===== config.mk =====
export PLATFORM = sky130hd
export DESIGN_NAME = add_subtract_datapath
export DESIGN_NICKNAME = d
export VERILOG_FILES = /design/src/rtl/addsub_pkg.sv /design/src/rtl/addsub_adder.sv /design/src/rtl/addsub_datapath.sv /design/src/rtl/addsub_operand.sv
export SDC_FILE = /design/constraint.sdc
export NUM_CORES = 1
export LEC_CHECK = 0
export BUFFER_PORTS_ARGS = -buffer_cell sky130_fd_sc_hd__buf_4
export CAP_MARGIN = 0
export CORE_MARGIN = 3
export CORE_UTILIZATION = 40
export DETAILED_ROUTE_END_ITERATION = 12
export PLACE_DENSITY_LB_ADDON = 0.2
export SLEW_MARGIN = 20
export SYNTH_ARGS = -nofsm -noshare
export SYNTH_HDL_FRONTEND = slang
export SYNTH_SLANG_ARGS = --single-unit

===== constraint.sdc =====
create_clock -name CLOCK -period 3.3 [get_ports CLOCK]
set_input_delay 0.66 -clock CLOCK [delete_from_list [all_inputs] [get_ports CLOCK]]
set_output_delay 0.66 -clock CLOCK [all_outputs]
set_load 0.02 [all_outputs]

===== src/rtl/addsub_pkg.sv =====
// constants and types for the add and subtract datapath
// assumes a single clock domain shared with decoder and register file
package addsub_pkg;
   localparam int DATA_W = 32;
   localparam int IMM_W = 12;
   localparam int REG_W = 4;
   localparam logic [REG_W-1:0] SP_IDX = 4'hd;
   localparam logic [REG_W-1:0] PC_IDX = 4'hf;
   localparam logic [2:0] MAX_SP_SHIFT = 3'h3;
   localparam logic [DATA_W-1:0] RESULT_RST = 32'h0000_0000;
   localparam logic [3:0] FLAGS_RST = 4'h0;
   localparam logic [1:0] WORD_ALIGN_MASK = 2'h0;

   typedef enum logic [2:0] {
      OP_ADD = 3'b000,
      OP_ADC = 3'b001,
      OP_SUB = 3'b010,
      OP_SUBC = 3'b011,
      OP_REVSUB = 3'b100,
      OP_WADD = 3'b101,
      OP_WSUB = 3'b110,
      OP_NONE = 3'b111
   } op_t;
endpackage : addsub_pkg

===== src/rtl/addsub_adder.sv =====
// 33-bit adder with carry-in, producing sum and nzcv
// assumes operands already selected and inverted by caller
`timescale 1ns/1ps
`default_nettype none
module addsub_adder
   import addsub_pkg::*;
#(
   parameter int W = DATA_W
) (
   input wire logic [W-1:0] a,
   input wire logic [W-1:0] b,
   input wire logic cin,
   output logic [W-1:0] sum,
   output logic [3:0] nzcv
);
   logic [W:0] wide;
   assign wide = {1'b0, a} + {1'b0, b} + {{W{1'b0}}, cin};
   assign sum = wide[W-1:0];
   assign nzcv = {wide[W-1], (wide[W-1:0] == '0), wide[W],
                  (a[W-1] == b[W-1]) && (wide[W-1] != a[W-1])};
endmodule : addsub_adder
`default_nettype wire


===== src/rtl/addsub_datapath.sv =====
// add and subtract datapath, one result per accepted request
// assumes decoder presents checked requests; register file writes back
`timescale 1ns/1ps
`default_nettype none
module add_subtract_datapath
   import addsub_pkg::*;
(
   input wire logic CLOCK,
   input wire logic SYS_RST,
   input wire logic REQ_VALID,
   input wire op_t OP,
   input wire logic USE_IMM,
   input wire logic SET_FLAGS,
   input wire logic DEST_GIVEN,
   input wire logic [REG_W-1:0] DEST_IDX,
   input wire logic [REG_W-1:0] FIRST_IDX,
   input wire logic [REG_W-1:0] SECOND_IDX,
   input wire logic [2:0] SHIFT_AMT,
   input wire logic [DATA_W-1:0] FIRST_SOURCE_REGISTER,
   input wire logic [DATA_W-1:0] FLEXIBLE_SECOND_OPERAND,
   input wire logic [IMM_W-1:0] TWELVE_BIT_IMMEDIATE,
   output logic WR_VALID,
   output logic [REG_W-1:0] WR_IDX,
   output logic [DATA_W-1:0] WR_DATA,
   output logic BRANCH,
   output logic [DATA_W-1:0] BRANCH_TARGET,
   output logic [3:0] FLAGS,
   output logic ILLEGAL
);
   // ***********************************************************
   // operand path
   // ***********************************************************
   logic [DATA_W-1:0] opa;
   logic [DATA_W-1:0] opb;
   logic imm_form;
   logic is_sub;
   logic is_rsub;
   logic [DATA_W-1:0] add_a;
   logic [DATA_W-1:0] add_b;
   logic cin;
   logic [DATA_W-1:0] sum;
   logic [3:0] nzcv;
   logic [3:0] flags_ff;
   logic carry_op;

   // ***********************************************************
   // operation decode
   // ***********************************************************
   // forms that compute a plus inverted b
   function automatic logic op_subtracts(input op_t o);
      return o == OP_SUB || o == OP_SUBC || o == OP_WSUB;
   endfunction : op_subtracts

   // forms that take the carry flag in
   function automatic logic op_takes_carry(input op_t o);
      return o == OP_ADC || o == OP_SUBC;
   endfunction : op_takes_carry

   // forms with a fixed immediate operand
   function automatic logic op_wide(input op_t o);
      return o == OP_WADD || o == OP_WSUB;
   endfunction : op_wide

   // forms legal with pc as first operand or sp as destination
   function automatic logic op_plain(input op_t o);
      return o == OP_ADD || o == OP_SUB || op_wide(o);
   endfunction : op_plain

   // wide forms act as immediate forms
   assign imm_form = USE_IMM || op_wide(OP);
   assign is_sub = op_subtracts(OP);
   assign is_rsub = OP == OP_REVSUB;
   assign carry_op = op_takes_carry(OP);

   addsub_operand u_operand (
      .first_source_register(FIRST_SOURCE_REGISTER),
      .first_idx(FIRST_IDX),
      .flexible_second_operand(FLEXIBLE_SECOND_OPERAND),
      .twelve_bit_immediate(TWELVE_BIT_IMMEDIATE),
      .use_imm(imm_form),
      .opa(opa),
      .opb(opb)
   );

   // subtraction is a plus not b plus one
   assign add_a = is_rsub ? opb : opa;
   assign add_b = is_rsub ? ~opa : (is_sub ? ~opb : opb);
   assign cin = carry_op ? flags_ff[1]
              : (is_sub || is_rsub);

   addsub_adder #(.W(DATA_W)) u_adder (
      .a(add_a),
      .b(add_b),
      .cin(cin),
      .sum(sum),
      .nzcv(nzcv)
   );

   // ***********************************************************
   // legality and destination
   // ***********************************************************
   logic plain_op;
   logic [REG_W-1:0] dest;
   logic pc_branch;
   logic bad_pc_first;
   logic bad_sp_dest;
   logic bad_second;
   logic illegal;

   assign plain_op = op_plain(OP);
   assign dest = DEST_GIVEN ? DEST_IDX : FIRST_IDX;
   assign pc_branch = dest == PC_IDX && FIRST_IDX == PC_IDX
                      && OP == OP_ADD && !imm_form && !SET_FLAGS;
   assign bad_pc_first = FIRST_IDX == PC_IDX && !pc_branch
                         && !(plain_op && imm_form && !SET_FLAGS);
   assign bad_sp_dest = dest == SP_IDX && !(plain_op
                        && FIRST_IDX == SP_IDX
                        && SHIFT_AMT <= MAX_SP_SHIFT);
   assign bad_second = !imm_form && (SECOND_IDX == SP_IDX
                       || SECOND_IDX == PC_IDX);
   assign illegal = OP == OP_NONE || bad_pc_first || bad_sp_dest
                    || bad_second || (dest == PC_IDX && !pc_branch);

   // ***********************************************************
   // result registers
   // ***********************************************************
   logic go;
   logic nxt_wr_valid;
   logic nxt_branch;
   logic [3:0] nxt_flags;
   logic wr_valid_ff;
   logic branch_ff;
   logic illegal_ff;
   logic [REG_W-1:0] wr_idx_ff;
   logic [DATA_W-1:0] wr_data_ff;
   logic [DATA_W-1:0] target_ff;

   assign go = REQ_VALID && !illegal;
   assign nxt_wr_valid = go && !pc_branch;
   assign nxt_branch = go && pc_branch;
   assign nxt_flags = (go && SET_FLAGS) ? nzcv : flags_ff;

   always_ff @(posedge CLOCK or posedge SYS_RST) begin
      if (SYS_RST) begin
         wr_valid_ff <= 1'b0;
      end else begin
         wr_valid_ff <= nxt_wr_valid;
      end
   end

   always_ff @(posedge CLOCK or posedge SYS_RST) begin
      if (SYS_RST) begin
         branch_ff <= 1'b0;
      end else begin
         branch_ff <= nxt_branch;
      end
   end

   always_ff @(posedge CLOCK or posedge SYS_RST) begin
      if (SYS_RST) begin
         illegal_ff <= 1'b0;
      end else begin
         illegal_ff <= REQ_VALID && illegal;
      end
   end

   always_ff @(posedge CLOCK or posedge SYS_RST) begin
      if (SYS_RST) begin
         wr_idx_ff <= '0;
      end else begin
         wr_idx_ff <= dest;
      end
   end

   always_ff @(posedge CLOCK or posedge SYS_RST) begin
      if (SYS_RST) begin
         wr_data_ff <= RESULT_RST;
      end else begin
         wr_data_ff <= sum;
      end
   end

   always_ff @(posedge CLOCK or posedge SYS_RST) begin
      if (SYS_RST) begin
         target_ff <= RESULT_RST;
      end else begin
         target_ff <= {sum[DATA_W-1:1], 1'b0};
      end
   end

   always_ff @(posedge CLOCK or posedge SYS_RST) begin
      if (SYS_RST) begin
         flags_ff <= FLAGS_RST;
      end else begin
         flags_ff <= nxt_flags;
      end
   end

   assign WR_VALID = wr_valid_ff;
   assign WR_IDX = wr_idx_ff;
   assign WR_DATA = wr_data_ff;
   assign BRANCH = branch_ff;
   assign BRANCH_TARGET = target_ff;
   assign FLAGS = flags_ff;
   assign ILLEGAL = illegal_ff;

   // ***********************************************************
   // checks
   // ***********************************************************
   a_add_result: assert property (
      @(posedge CLOCK) disable iff (SYS_RST)
      go && OP == OP_ADD && !pc_branch
      |=> WR_DATA == $past(opa) + $past(opb))
      else $error("add result wrong");
   a_adc_result: assert property (
      @(posedge CLOCK) disable iff (SYS_RST)
      go && OP == OP_ADC |=> WR_DATA == $past(opa) + $past(opb)
      + {31'h0, $past(flags_ff[1])})
      else $error("add with carry wrong");
   a_sub_result: assert property (
      @(posedge CLOCK) disable iff (SYS_RST)
      go && OP == OP_SUB |=> WR_DATA == $past(opa) - $past(opb))
      else $error("subtract wrong");
   a_subc_result: assert property (
      @(posedge CLOCK) disable iff (SYS_RST)
      go && OP == OP_SUBC |=> WR_DATA == $past(opa) - $past(opb)
      - {31'h0, !$past(flags_ff[1])})
      else $error("subtract with carry wrong");
   a_rsub_result: assert property (
      @(posedge CLOCK) disable iff (SYS_RST)
      go && OP == OP_REVSUB |=> WR_DATA == $past(opb) - $past(opa))
      else $error("reverse subtract wrong");
   a_dest_default: assert property (
      @(posedge CLOCK) disable iff (SYS_RST)
      go && !DEST_GIVEN && !pc_branch
      |=> WR_VALID && WR_IDX == $past(FIRST_IDX))
      else $error("destination default wrong");
   a_flags_hold: assert property (
      @(posedge CLOCK) disable iff (SYS_RST)
      !(go && SET_FLAGS) |=> $stable(FLAGS))
      else $error("flags changed without suffix");
   a_flags_load: assert property (
      @(posedge CLOCK) disable iff (SYS_RST)
      go && SET_FLAGS |=> FLAGS == $past(nzcv))
      else $error("flags not loaded from result");
   a_sub_carry: assert property (
      @(posedge CLOCK) disable iff (SYS_RST)
      go && SET_FLAGS && OP == OP_SUB
      |=> FLAGS[1] == ($past(opa) >= $past(opb)))
      else $error("borrow sense wrong");
   a_add_carry: assert property (
      @(posedge CLOCK) disable iff (SYS_RST)
      go && SET_FLAGS && OP == OP_ADD
      |=> {FLAGS[1], WR_DATA} == {1'b0, $past(opa)} + {1'b0, $past(opb)})
      else $error("add carry out wrong");
   a_pc_align: assert property (
      @(posedge CLOCK) disable iff (SYS_RST)
      FIRST_IDX == PC_IDX |-> opa[1:0] == 2'h0)
      else $error("pc base not aligned");
   a_pc_base_sum: assert property (
      @(posedge CLOCK) disable iff (SYS_RST)
      go && FIRST_IDX == PC_IDX && OP == OP_ADD && imm_form
      |=> WR_DATA == {$past(FIRST_SOURCE_REGISTER[DATA_W-1:2]), 2'h0}
      + {20'h0, $past(TWELVE_BIT_IMMEDIATE)})
      else $error("pc based sum wrong");
   a_branch_even: assert property (
      @(posedge CLOCK) disable iff (SYS_RST)
      BRANCH |-> !BRANCH_TARGET[0] && !WR_VALID)
      else $error("branch target odd");
   a_branch_target: assert property (
      @(posedge CLOCK) disable iff (SYS_RST)
      go && pc_branch |=> BRANCH
      && BRANCH_TARGET == (($past(opa) + $past(opb)) & ~32'h1))
      else $error("branch target wrong");
   a_wide_same: assert property (
      @(posedge CLOCK) disable iff (SYS_RST)
      go && OP == OP_WADD |=> WR_DATA == $past(opa)
      + {20'h0, $past(TWELVE_BIT_IMMEDIATE)})
      else $error("wide add differs");
   a_wsub_same: assert property (
      @(posedge CLOCK) disable iff (SYS_RST)
      go && OP == OP_WSUB |=> WR_DATA == $past(opa)
      - {20'h0, $past(TWELVE_BIT_IMMEDIATE)})
      else $error("wide subtract differs");
   a_pc_refuse: assert property (
      @(posedge CLOCK) disable iff (SYS_RST)
      REQ_VALID && FIRST_IDX == PC_IDX && SET_FLAGS |=> ILLEGAL)
      else $error("pc operand with flags accepted");
   a_sp_refuse: assert property (
      @(posedge CLOCK) disable iff (SYS_RST)
      REQ_VALID && dest == SP_IDX && FIRST_IDX != SP_IDX |=> ILLEGAL)
      else $error("sp destination accepted");
   a_second_refuse: assert property (
      @(posedge CLOCK) disable iff (SYS_RST)
      REQ_VALID && !imm_form
      && (SECOND_IDX == SP_IDX || SECOND_IDX == PC_IDX) |=> ILLEGAL)
      else $error("sp or pc second operand accepted");
   a_refused_quiet: assert property (
      @(posedge CLOCK) disable iff (SYS_RST)
      REQ_VALID && illegal
      |=> ILLEGAL && !WR_VALID && !BRANCH && $stable(FLAGS))
      else $error("refused request had effect");
   a_one_answer: assert property (
      @(posedge CLOCK) disable iff (SYS_RST)
      REQ_VALID |=> $onehot({WR_VALID, BRANCH, ILLEGAL}))
      else $error("request answer not unique");
   a_no_answer: assert property (
      @(posedge CLOCK) disable iff (SYS_RST)
      !REQ_VALID |=> !WR_VALID && !BRANCH && !ILLEGAL)
      else $error("answer without request");
endmodule : add_subtract_datapath
`default_nettype wire


===== src/rtl/addsub_operand.sv =====
// operand selection: first operand alignment and second operand choice
// assumes second operand already shifted by decoder
`timescale 1ns/1ps
`default_nettype none
module addsub_operand
   import addsub_pkg::*;
(
   input wire logic [DATA_W-1:0] first_source_register,
   input wire logic [REG_W-1:0] first_idx,
   input wire logic [DATA_W-1:0] flexible_second_operand,
   input wire logic [IMM_W-1:0] twelve_bit_immediate,
   input wire logic use_imm,
   output logic [DATA_W-1:0] opa,
   output logic [DATA_W-1:0] opb
);
   logic pc_base;
   assign pc_base = (first_idx == PC_IDX);
   assign opa = pc_base ?
      {first_source_register[DATA_W-1:2], WORD_ALIGN_MASK}
      : first_source_register;
   assign opb = use_imm ?
      {{(DATA_W-IMM_W){1'b0}}, twelve_bit_immediate}
      : flexible_second_operand;
endmodule : addsub_operand
`default_nettype wire


==> results.cfg, run 1 <==
[outcome]
failed_checks = negative setup slack
status = finished with violations

[critical_path]
critPathBufInv = 4
path_cells = buf_8, xor2_4, a21oi_4, buf_12, mux2i_4, xnor2_1, nor2_1, a31oi_1, buf_4, fa_2, a21o_1, a221oi_4, o21ai_2, nor4b_4, buf_4, nor4b_4, nor3_2, a2111oi_4, nand4_1, nand2_1
crit_start = OP[0]
crit_type = primary input to flop
r2r_slack_ps = -60
critical_path.max_fanout = 11
cp_top_family = compound AO/OA/AOI/OAI gates
critPathCaptureType = flop
worstPathArrival_ps = 4350
r2r_start = FLAGS[1]
start_kind = primary input
cp_data_required_time_ps = 3520
slowest_delay_ps = 370
cp_slowest_cell = fa_2

[floorplan]
coreArea_um2 = 12200
io_pins = 175
die_x_um = 119
dieArea_um2 = 14100
die-height_um = 119
std_cell_rows = 40
start_util_pct = 41.7

[synthesis]
avgSynthCellArea_um2 = 7.61
yosysUniqueCellTypes = 77
syn-num-nets = 802
synth.area.top_cells = dfrtp_1 21%, ha_1 7.6%, nand2_1 7.5%
synth.largest_area_cell = dfrtp_1
synthesis.area_um2 = 5090
yosysWarnings = 0
synthArstFlopShare_pct = 100
synth-seq-area-share_pct = 21.1
synthFlopType = dfrtp_1
synth_edf_count = 0
synth_top_area_share_pct = 21.1
syn_inst = 669
ys_ff_latch = 43

[layout]
final_cell_mix = 339 x buf_4, 101 x nand2_1, 60 x o21ai_0
nFillCells = 1045
area_growth_pct = 64.5
drive_above_1_share_pct = 48.9
diodes = 0
post-route-util_pct = 68.6
fin_cells = 1133
mostFrequentLayoutCell = buf_4
fin_nets = 1097

[placed_design]
dp_cells = 1114
gp_congestion = 0.945
portBuffers = 170
dpl.hpwl_mm = 14.2

[sta]
finalWorstSetupSlack_ps = -825
timing.hold.ws_ps = 509
layout_min_cycle_time_ps = 4120
slew_headroom_pct = 43.2
skew_ps = 3.28
hold_violations = 0
setup-tns-final_ps = -8460
rsz0062_at_grt = true
fmax_mhz = 242
period_share_pct = 125
slew_violations = 0
setup_viol = 28
worstMarginPinSlew_ps = 850

[power]
total_power_mw = 4.52
internal_power_mw = 2.58
combPwrFrac_pct = 71.9
leakagePower_nw = 4.00
p_per_area_nw_per_um2 = 540
p_clk_share_pct = 10.4
sw_frac_of_total_pct = 42.9
seq_power_share_pct = 17.7
p_sw_mw = 1.94
irDropWorstVdd_v = 0.000231

[drt]
wire_per_inst_um = 15.4
antenna_left = 0
drc = 0
viasPerCell = 5.25
wl_mm = 17.4
vias = 5952
dr.pass1.iters = 5
drt_iter0_drc = 346

[global_routing]
grt_overflow = 0
grt_pass1_wl_mm = 27.3
track_usage_pct = 22.9
grt_pass1_vias = 5622
grt_max_degree = 91
antenna_found_initial = 0

[run]
maxCapViolations = 0

[cts]
cts_sinks = 43
clkTransAtPathRegs_ps = 60
clockBufferDepth = 2
cts-root-buf = clkbuf_16
cts_hold_buf = 0
h-tree-depth = 2
clkLatencyLatePin_ps = 280
cts_made_buffers = 5
cts_tree = done

[worst_hold_path]
min_from = FLAGS[2]
hp-class = flop to flop
-- cells in the mapped netlist, types with 3 or more instances --
library cell and n:
a211o_1 3, a211oi_1 6, a21boi_0 7, a21o_1 16, a21oi_1 39, a21oi_2 3, a31oi_1 5, and2_1 12
and3_1 8, and4_1 3, buf_2 6, buf_4 32, buf_6 4, clkbuf_1 24, dfrtp_1 43, ha_1 31
inv_1 10, mux2_2 6, mux2i_1 17, nand2_1 102, nand2b_1 4, nand3_1 12, nand4_1 15, nor2_1 42
nor3_1 8, nor3b_1 5, o2111ai_1 3, o211ai_1 8, o21a_1 4, o21ai_0 75, o21ai_1 3, o21bai_1 4
o221ai_1 3, or2_2 3, or3_1 10, xnor2_1 37, xor2_1 7
-- layout make-up --
class | instances | area [um2] | share of cell area (%)
multi-input cells | 549 | 4160 | 49.6
repair buffers | 355 | 2760 | 32.9
flip-flops and latches | 43 | 1080 | 12.8
well taps | 168 | 210 | 2.51
clock buffers | 6 | 129 | 1.54
inverters | 10 | 37.5 | 0.448
clock inverters | 2 | 12.5 | 0.149
-- worst paths after layout --
kind,endpoint,depth (start not counted)
hold / removal,FLAGS[2],2
max in group asynchronous,WR_IDX[2],2
hold reg to reg,FLAGS[2],2
min in group asynchronous,BRANCH_TARGET[31],2
setup reg to reg,FLAGS[2],16
setup / recovery,FLAGS[2],20
-- power by group through the flow --
stage / combinational (mW) / sequential, mW / clock (mW)
detailed placement: 2.92 / 0.814 / 0
floorplan: 1.48 / 1.02 / 0
global route: 3.47 / 0.827 / 0.496
global placement: 2.88 / 0.801 / 0
finish: 3.25 / 0.801 / 0.469
CTS: 3.08 / 0.805 / 0.477
-- kinds of logic (layout without fill, tap and decap cells) --
logic type                 count (synthesis)  after routing  synth area share (%)
xor gates and xnor gates                  44             44                  7.57
adders and majority gates                 33             33                  8.40
and+or+nand+nor                          240            240                  22.9
AOI/OAI and AO/OA                        208            208                  26.5
other                                      1              1                0.0736
muxes                                     23             23                  4.67
buffers and inverters                     77            373                  8.77
DFF                                       43             43                  21.1
-- worst reg2reg max path: stages (launching register included) --
cell	delay, ps
dfrtp_1	370
inv_1	120
o21ai_0	90
nand2_1	130
fa_2	230
inv_2	40
fa_2	350
a21o_1	210
a221oi_4	350
o21ai_2	140
nor4b_4	160
buf_4	140
nor4b_4	300
nor3_2	120
a2111oi_4	300
nand4_1	130
nand2_1	90
-- layer usage --
metal,part of all wire [%],up-vias,GRT usage (%)
met2,46,214,37.6
met1,46,2750,32.9
met3,6.5,26,2.66
li1,-,2962,-
met4,1.4,0,4.42
met5,0,-,0
-- metrics by stage --
stage | area, um2 | setup WS (ps)
after floorplan | 5280 | -883
after global placement | 7660 | -1060
after detailed placement | 7660 | -1260
after CTS | 8100 | -754
after global routing | 8380 | -1000
final | 8380 | -825
-- sequential cells by signal, indices dropped and copies added, names as in the netlist --
| signal | count |
|---|---|
| BRANCH_TARGET | 1 |
| WR_IDX | 4 |
| WR_VALID | 1 |
| WR_DATA | 31 |
| FLAGS | 4 |
| ILLEGAL | 1 |
| BRANCH | 1 |
-- what timing repair did --
item,CTS,global route
setup buffers,8,5
gates resized for setup,66,49
pin swaps,34,17
setup endpoints to repair,30,30
No activity file was read; power rests on OpenSTA's default activity.
==> run 2, diff against run 1 <==
Settings changed: ABC_AREA set to 1, CORE_MARGIN 3 to 1.
==> results.cfg, run 2 <==
[synthesis]
synthArstFlopShare_pct = 100
synth_top_area_share_pct = 25.2
synth_compound_area_share_pct = 9.78
ys_ff_latch = 43
synth_top_family_by_area = simple AND/OR/NAND/NOR gates
synth.largest_area_cell = nand2_1
synth.area.top_cells = nand2_1 25%, dfrtp_1 20%, inv_1 9.2%
synthesis.area_um2 = 5490
synthTopCellsByCount = 369 x nand2_1, 135 x inv_1, 71 x nor2_1, 71 x o21ai_0
syn-num-nets = 1072
synth_fa_ha_area_share_pct = 7.80
yosysMostFrequentCell = nand2_1
synth-seq-area-share_pct = 19.6
synthSimpleGateAreaFrac_pct = 38.6
synthXorXnorAreaFrac_pct = 6.39
yosysWarnings = 0
yosysUniqueCellTypes = 39
synthFlopType = dfrtp_1
syn_inst = 939
muxShareOfSynthArea_pct = 2.21
synth_edf_count = 0
avgSynthCellArea_um2 = 5.84

[run]
maxCapViolations = 0

[critical_path]
cp_top_family = simple AND/OR/NAND/NOR gates
critPathCaptureType = flop
critPathBufInv = 2
critical_path.max_fanout = 4
r2r_end = FLAGS[2]
r2r_start = FLAGS[1]
crit_type = primary input to flop
r2r_slack_ps = 690
cp_data_required_time_ps = 3510
worstPathArrival_ps = 3570
start_kind = primary input
slowest_delay_ps = 380
r2r_cells = 19
crit_top_cell = nand2_1
cp_slowest_cell = fa_2

[drt]
vias = 6317
viasPerCell = 4.64
drc = 0
drt_iter0_drc = 286
wl_mm = 16.0
antenna_left = 0
wire_per_inst_um = 11.7
dr.pass1.iters = 5

[layout]
finish.instance_area_um2 = 8470
area_growth_pct = 54.4
drive_above_1_share_pct = 37.5
nFillCells = 1263
mostFrequentLayoutCell = nand2_1
final_cell_mix = 324 x nand2_1, 279 x buf_4, 126 x inv_1
largest_reg_flops = 31
fin_nets = 1317
diodes = 0

[floorplan]
start_util_pct = 41.3
die-height_um = 119
std_cell_rows = 42
die_x_um = 119
dieArea_um2 = 14200
coreArea_um2 = 13300
io_pins = 175

[power]
p_per_area_nw_per_um2 = 505
internal_power_mw = 2.43
sw_frac_of_total_pct = 43.3
leakagePower_nw = 4.68
p_clk_share_pct = 12.8
combPwrFrac_pct = 69.1
total_power_mw = 4.28
seq_power_share_pct = 18.2
p_sw_mw = 1.85
irDropWorstVdd_v = 0.000238

[sta]
period_share_pct = 102
setup_viol = 1
layout_min_cycle_time_ps = 3350
hold_violations = 0
slew_headroom_pct = 44.8
rsz0062_at_grt = true
finalWorstSetupSlack_ps = -52.6
fmax_mhz = 298
timing.hold.ws_ps = 489
skew_ps = 4.12
setup-tns-final_ps = -52.6
slew_violations = 0
worstMarginPinSlew_ps = 826

[global_routing]
track_usage_pct = 22.0
antenna_found_initial = 0
grt_max_degree = 93
grt_overflow = 0
grt_pass1_wl_mm = 25.5
grt_pass1_vias = 5498

[cts]
clkLatencyLatePin_ps = 280
cts_tree = done
cts_made_buffers = 5
clkTransAtPathRegs_ps = 50
cts_sinks = 43
cts-root-buf = clkbuf_16
clockBufferDepth = 2
cts_hold_buf = 0
h-tree-depth = 2

[worst_hold_path]
whs_endpoint = FLAGS[2]
hold_depth = 2
min_from = FLAGS[2]
hp-class = flop to flop

[placed_design]
gp_congestion = 0.886
place_area_um2 = 7510
place_ws_ps = -438
dpl.hpwl_mm = 12.9
portBuffers = 170

[outcome]
failed_checks = negative setup slack
status = finished with violations
==> run 2: cells by family (layout without fill, tap and decap cells) <==
logic type,Yosys count,count (layout)
compound gates,103,103
xor+xnor,40,40
fa+ha+maj,33,33
buf+inv,192,438
flops,43,43
mux,12,12
other cells,1,1
simple gates,515,515
==> run 2: routing by layer <==
metal	vias to the layer above	wire length [um]	GRT usage, %
li1	3363	-	-
met1	2770	7990	32.3
met2	174	7090	34.6
met3	10	755	2.35
met4	0	155	4.83
met5	-	0	0
==> run 2: timing repair <==
item / 4_1_cts / 5_1_grt
resized for setup: 50 / 119
cloned: 1 / 2
endpoints found under the setup margin: 2 / 14
pin swaps: 20 / 39
buffers inserted: 8 / 7
==> run 2: worst max path at each step <==
stage,from,to,slack [ps],cells after the start
global route,OP[2],FLAGS[2],-230,25
global placement,OP[1],FLAGS[2],-400,23
finish,OP[2],FLAGS[2],-50,25
CTS,OP[2],FLAGS[2],7,25
detailed placement,OP[1],FLAGS[2],-440,26
floorplan,OP[2],FLAGS[2],-10,25
==> run 2: through the flow <==
stage	util, %	instances
global placement	56.5	1337
detailed placement	56.5	1337
floorplan	-	939
finish	63.7	1361
global route	63.7	1361
CTS	59.9	1354
==> run 2: worst register-to-register path, delay by kind of cell (launching register included) <==
kind            cells  cell delay (ps)
flops               1              380
fa+ha+maj           2              630
buf+inv             2              170
compound gates      2              180
simple gates       13             1190
==> run 2: power by group through the flow <==
stage	Combinational, mW	Sequential (mW)	Clock, mW
2_1_floorplan	1.36	0.990	0
3_3_place_gp	2.60	0.783	0
3_5_place_dp	2.62	0.791	0
4_1_cts	2.74	0.782	0.562
5_1_grt	3.22	0.801	0.585
6_report	2.95	0.777	0.547
==> run 2: area by class of cell <==
class / instances / area, um2 / area share, %
multi-input combinational: 704 / 4150 / 49.0
timing repair buffer: 290 / 2320 / 27.4
sequential: 43 / 1080 / 12.7
inverter: 140 / 537 / 6.34
tap: 176 / 220 / 2.60
clock buffer: 6 / 139 / 1.64
clock inverter: 2 / 35.0 / 0.414
==> run 3, diff against run 2 <==
Settings changed: SETUP_SLACK_MARGIN set to 0.05.
==> results.cfg, run 3 (same netlist as run 2, synthesis figures left out) <==
[critical_path]
critPathCaptureType = flop
critical_path.max_fanout = 4
r2r_slack_ps = 700
crit_start = OP[1]
critPathBufInv = 3
slowest_delay_ps = 350
critPathCapture = FLAGS[2]
r2r_cells = 20
cp_data_required_time_ps = 3510
crit_top_cell = nand2_1
r2r_end = FLAGS[2]
cp_top_family = simple AND/OR/NAND/NOR gates
critical_path_depth = 26
crit_type = primary input to flop
worstPathArrival_ps = 3540
start_kind = primary input
r2r_start = FLAGS[1]
cp_slowest_cell = fa_2

[drt]
drt_iter0_drc = 330
wire_per_inst_um = 11.4
viasPerCell = 4.58
vias = 6242
antenna_left = 0
wl_mm = 15.5
drc = 0
dr.pass1.iters = 5

[power]
combPwrFrac_pct = 68.5
p_sw_mw = 1.81
p_clk_share_pct = 13.0
p_per_area_nw_per_um2 = 506
total_power_mw = 4.20
irDropWorstVdd_v = 0.000238
leakagePower_nw = 4.65
seq_power_share_pct = 18.5
internal_power_mw = 2.40
sw_frac_of_total_pct = 43.0

[sta]
setup_viol = 1
slew_headroom_pct = 45.0
rsz0062_at_grt = true
layout_min_cycle_time_ps = 3320
fmax_mhz = 301
worstMarginPinSlew_ps = 824
period_share_pct = 101
setup-tns-final_ps = -24.8
hold_violations = 0
skew_ps = 4.94
slew_violations = 0
finalWorstSetupSlack_ps = -24.8

[layout]
diodes = 0
fin_nets = 1318
drive_above_1_share_pct = 35.2
largest_reg_flops = 31
area_growth_pct = 51.3
final_cell_mix = 338 x nand2_1, 281 x buf_4, 129 x inv_1
nFillCells = 1286
finish.instance_area_um2 = 8300
mostFrequentLayoutCell = nand2_1

[global_routing]
grt_max_degree = 93
grt_pass1_vias = 5507
grt_overflow = 0
grt_pass1_wl_mm = 25.5
antenna_found_initial = 0
track_usage_pct = 22.1

[floorplan]
die-height_um = 119
io_pins = 175
die_x_um = 119
coreArea_um2 = 13300
start_util_pct = 41.3
dieArea_um2 = 14200
std_cell_rows = 42

[cts]
h-tree-depth = 2
cts-root-buf = clkbuf_16
cts_sinks = 43
clockBufferDepth = 2
cts_made_buffers = 5
clkLatencyLatePin_ps = 280
cts_hold_buf = 0
clkTransAtPathRegs_ps = 50
cts_tree = done

[run]
maxCapViolations = 0

[worst_hold_path]
hold_depth = 2
hp-class = flop to flop

[placed_design]
portBuffers = 170
place_area_um2 = 7510
dpl.hpwl_mm = 12.9
gp_congestion = 0.886

[outcome]
status = finished with violations
failed_checks = negative setup slack
[run 3: cell count changes in the layout (fill, tap and decap cells not counted), moves of 4 or more]
cell	change
nand2_1	+14
nand2_2	-10
ha_1	+4
nand2_4	-4
o21ai_0	+4
o21ai_2	-4
[run 3: worst reg2reg max path, cell delays in order, from the launching register on]
cell	delay (ps)
dfrtp_1	360
inv_1	90
o21ai_0	130
o21ai_0	120
fa_2	350
inv_2	70
fa_2	240
nand2_2	60
nand2_2	70
nand3_2	80
nand2_4	100
nand2_2	60
nand2_2	60
nand3b_1	160
nand2_1	130
nand2_1	50
nand2_1	70
nand2_1	60
nor2_2	130
nand3_1	90
nand2_1	50
[run 3: how the worst min path moves through the flow]
stage | from | end | slack [ps]
after CTS | FLAGS[2] | FLAGS[2] | 490
after detailed placement | FLAGS[2] | FLAGS[2] | 470
after global placement | FLAGS[0] | FLAGS[0] | 470
after floorplan | FLAGS[2] | FLAGS[2] | 580
after global routing | FLAGS[2] | FLAGS[2] | 520
final | FLAGS[2] | FLAGS[2] | 490
[run 3: power groups by stage]
stage               clock (mW)  sequential [mW]  combinational (mW)
CTS                      0.562            0.782                2.74
finish                   0.548            0.777                2.88
global route             0.585            0.801                3.15
detailed placement           0            0.791                2.62
floorplan                    0            0.990                1.36
global placement             0            0.783                2.60
[run 3: layer usage]
metal | GRT usage [%] | up-vias | part of all wire (%)
li1 | - | 3367 | -
met1 | 32.3 | 2694 | 50
met2 | 34.7 | 171 | 44
met3 | 2.35 | 10 | 5.1
met4 | 4.83 | 0 | 0.94
met5 | 0 | - | 0
[run 3: area by class of cell]
| cell class | count | area, um2 | area share (%) |
|---|---|---|---|
| multi-input cells | 704 | 3990 | 48.1 |
| repair buffers | 291 | 2310 | 27.8 |
| flip-flops and latches | 43 | 1080 | 13.0 |
| inverters | 140 | 532 | 6.40 |
| well taps | 176 | 220 | 2.65 |
| clock buffers | 6 | 139 | 1.67 |
| clock inverters | 2 | 35.0 | 0.422 |
[run 3: what timing repair did]
action / 4_1_cts / 5_1_grt
gates cloned: 1 / 1
resized for setup: 54 / 71
setup buffers: 8 / 7
pin swaps: 25 / 25
endpoints found under the setup margin: 3 / 17
[run 3: through the flow]
step                cells  hold slack [ps]  utilization (%)  setup slack (ps)
floorplan             939              578                -             -10.2
global placement     1337              473             56.5              -397
detailed placement   1337              471             56.5              -438
CTS                  1354              493             60.0              22.5
global route         1362              516             62.5              -227
finish               1362              490             62.5             -24.8
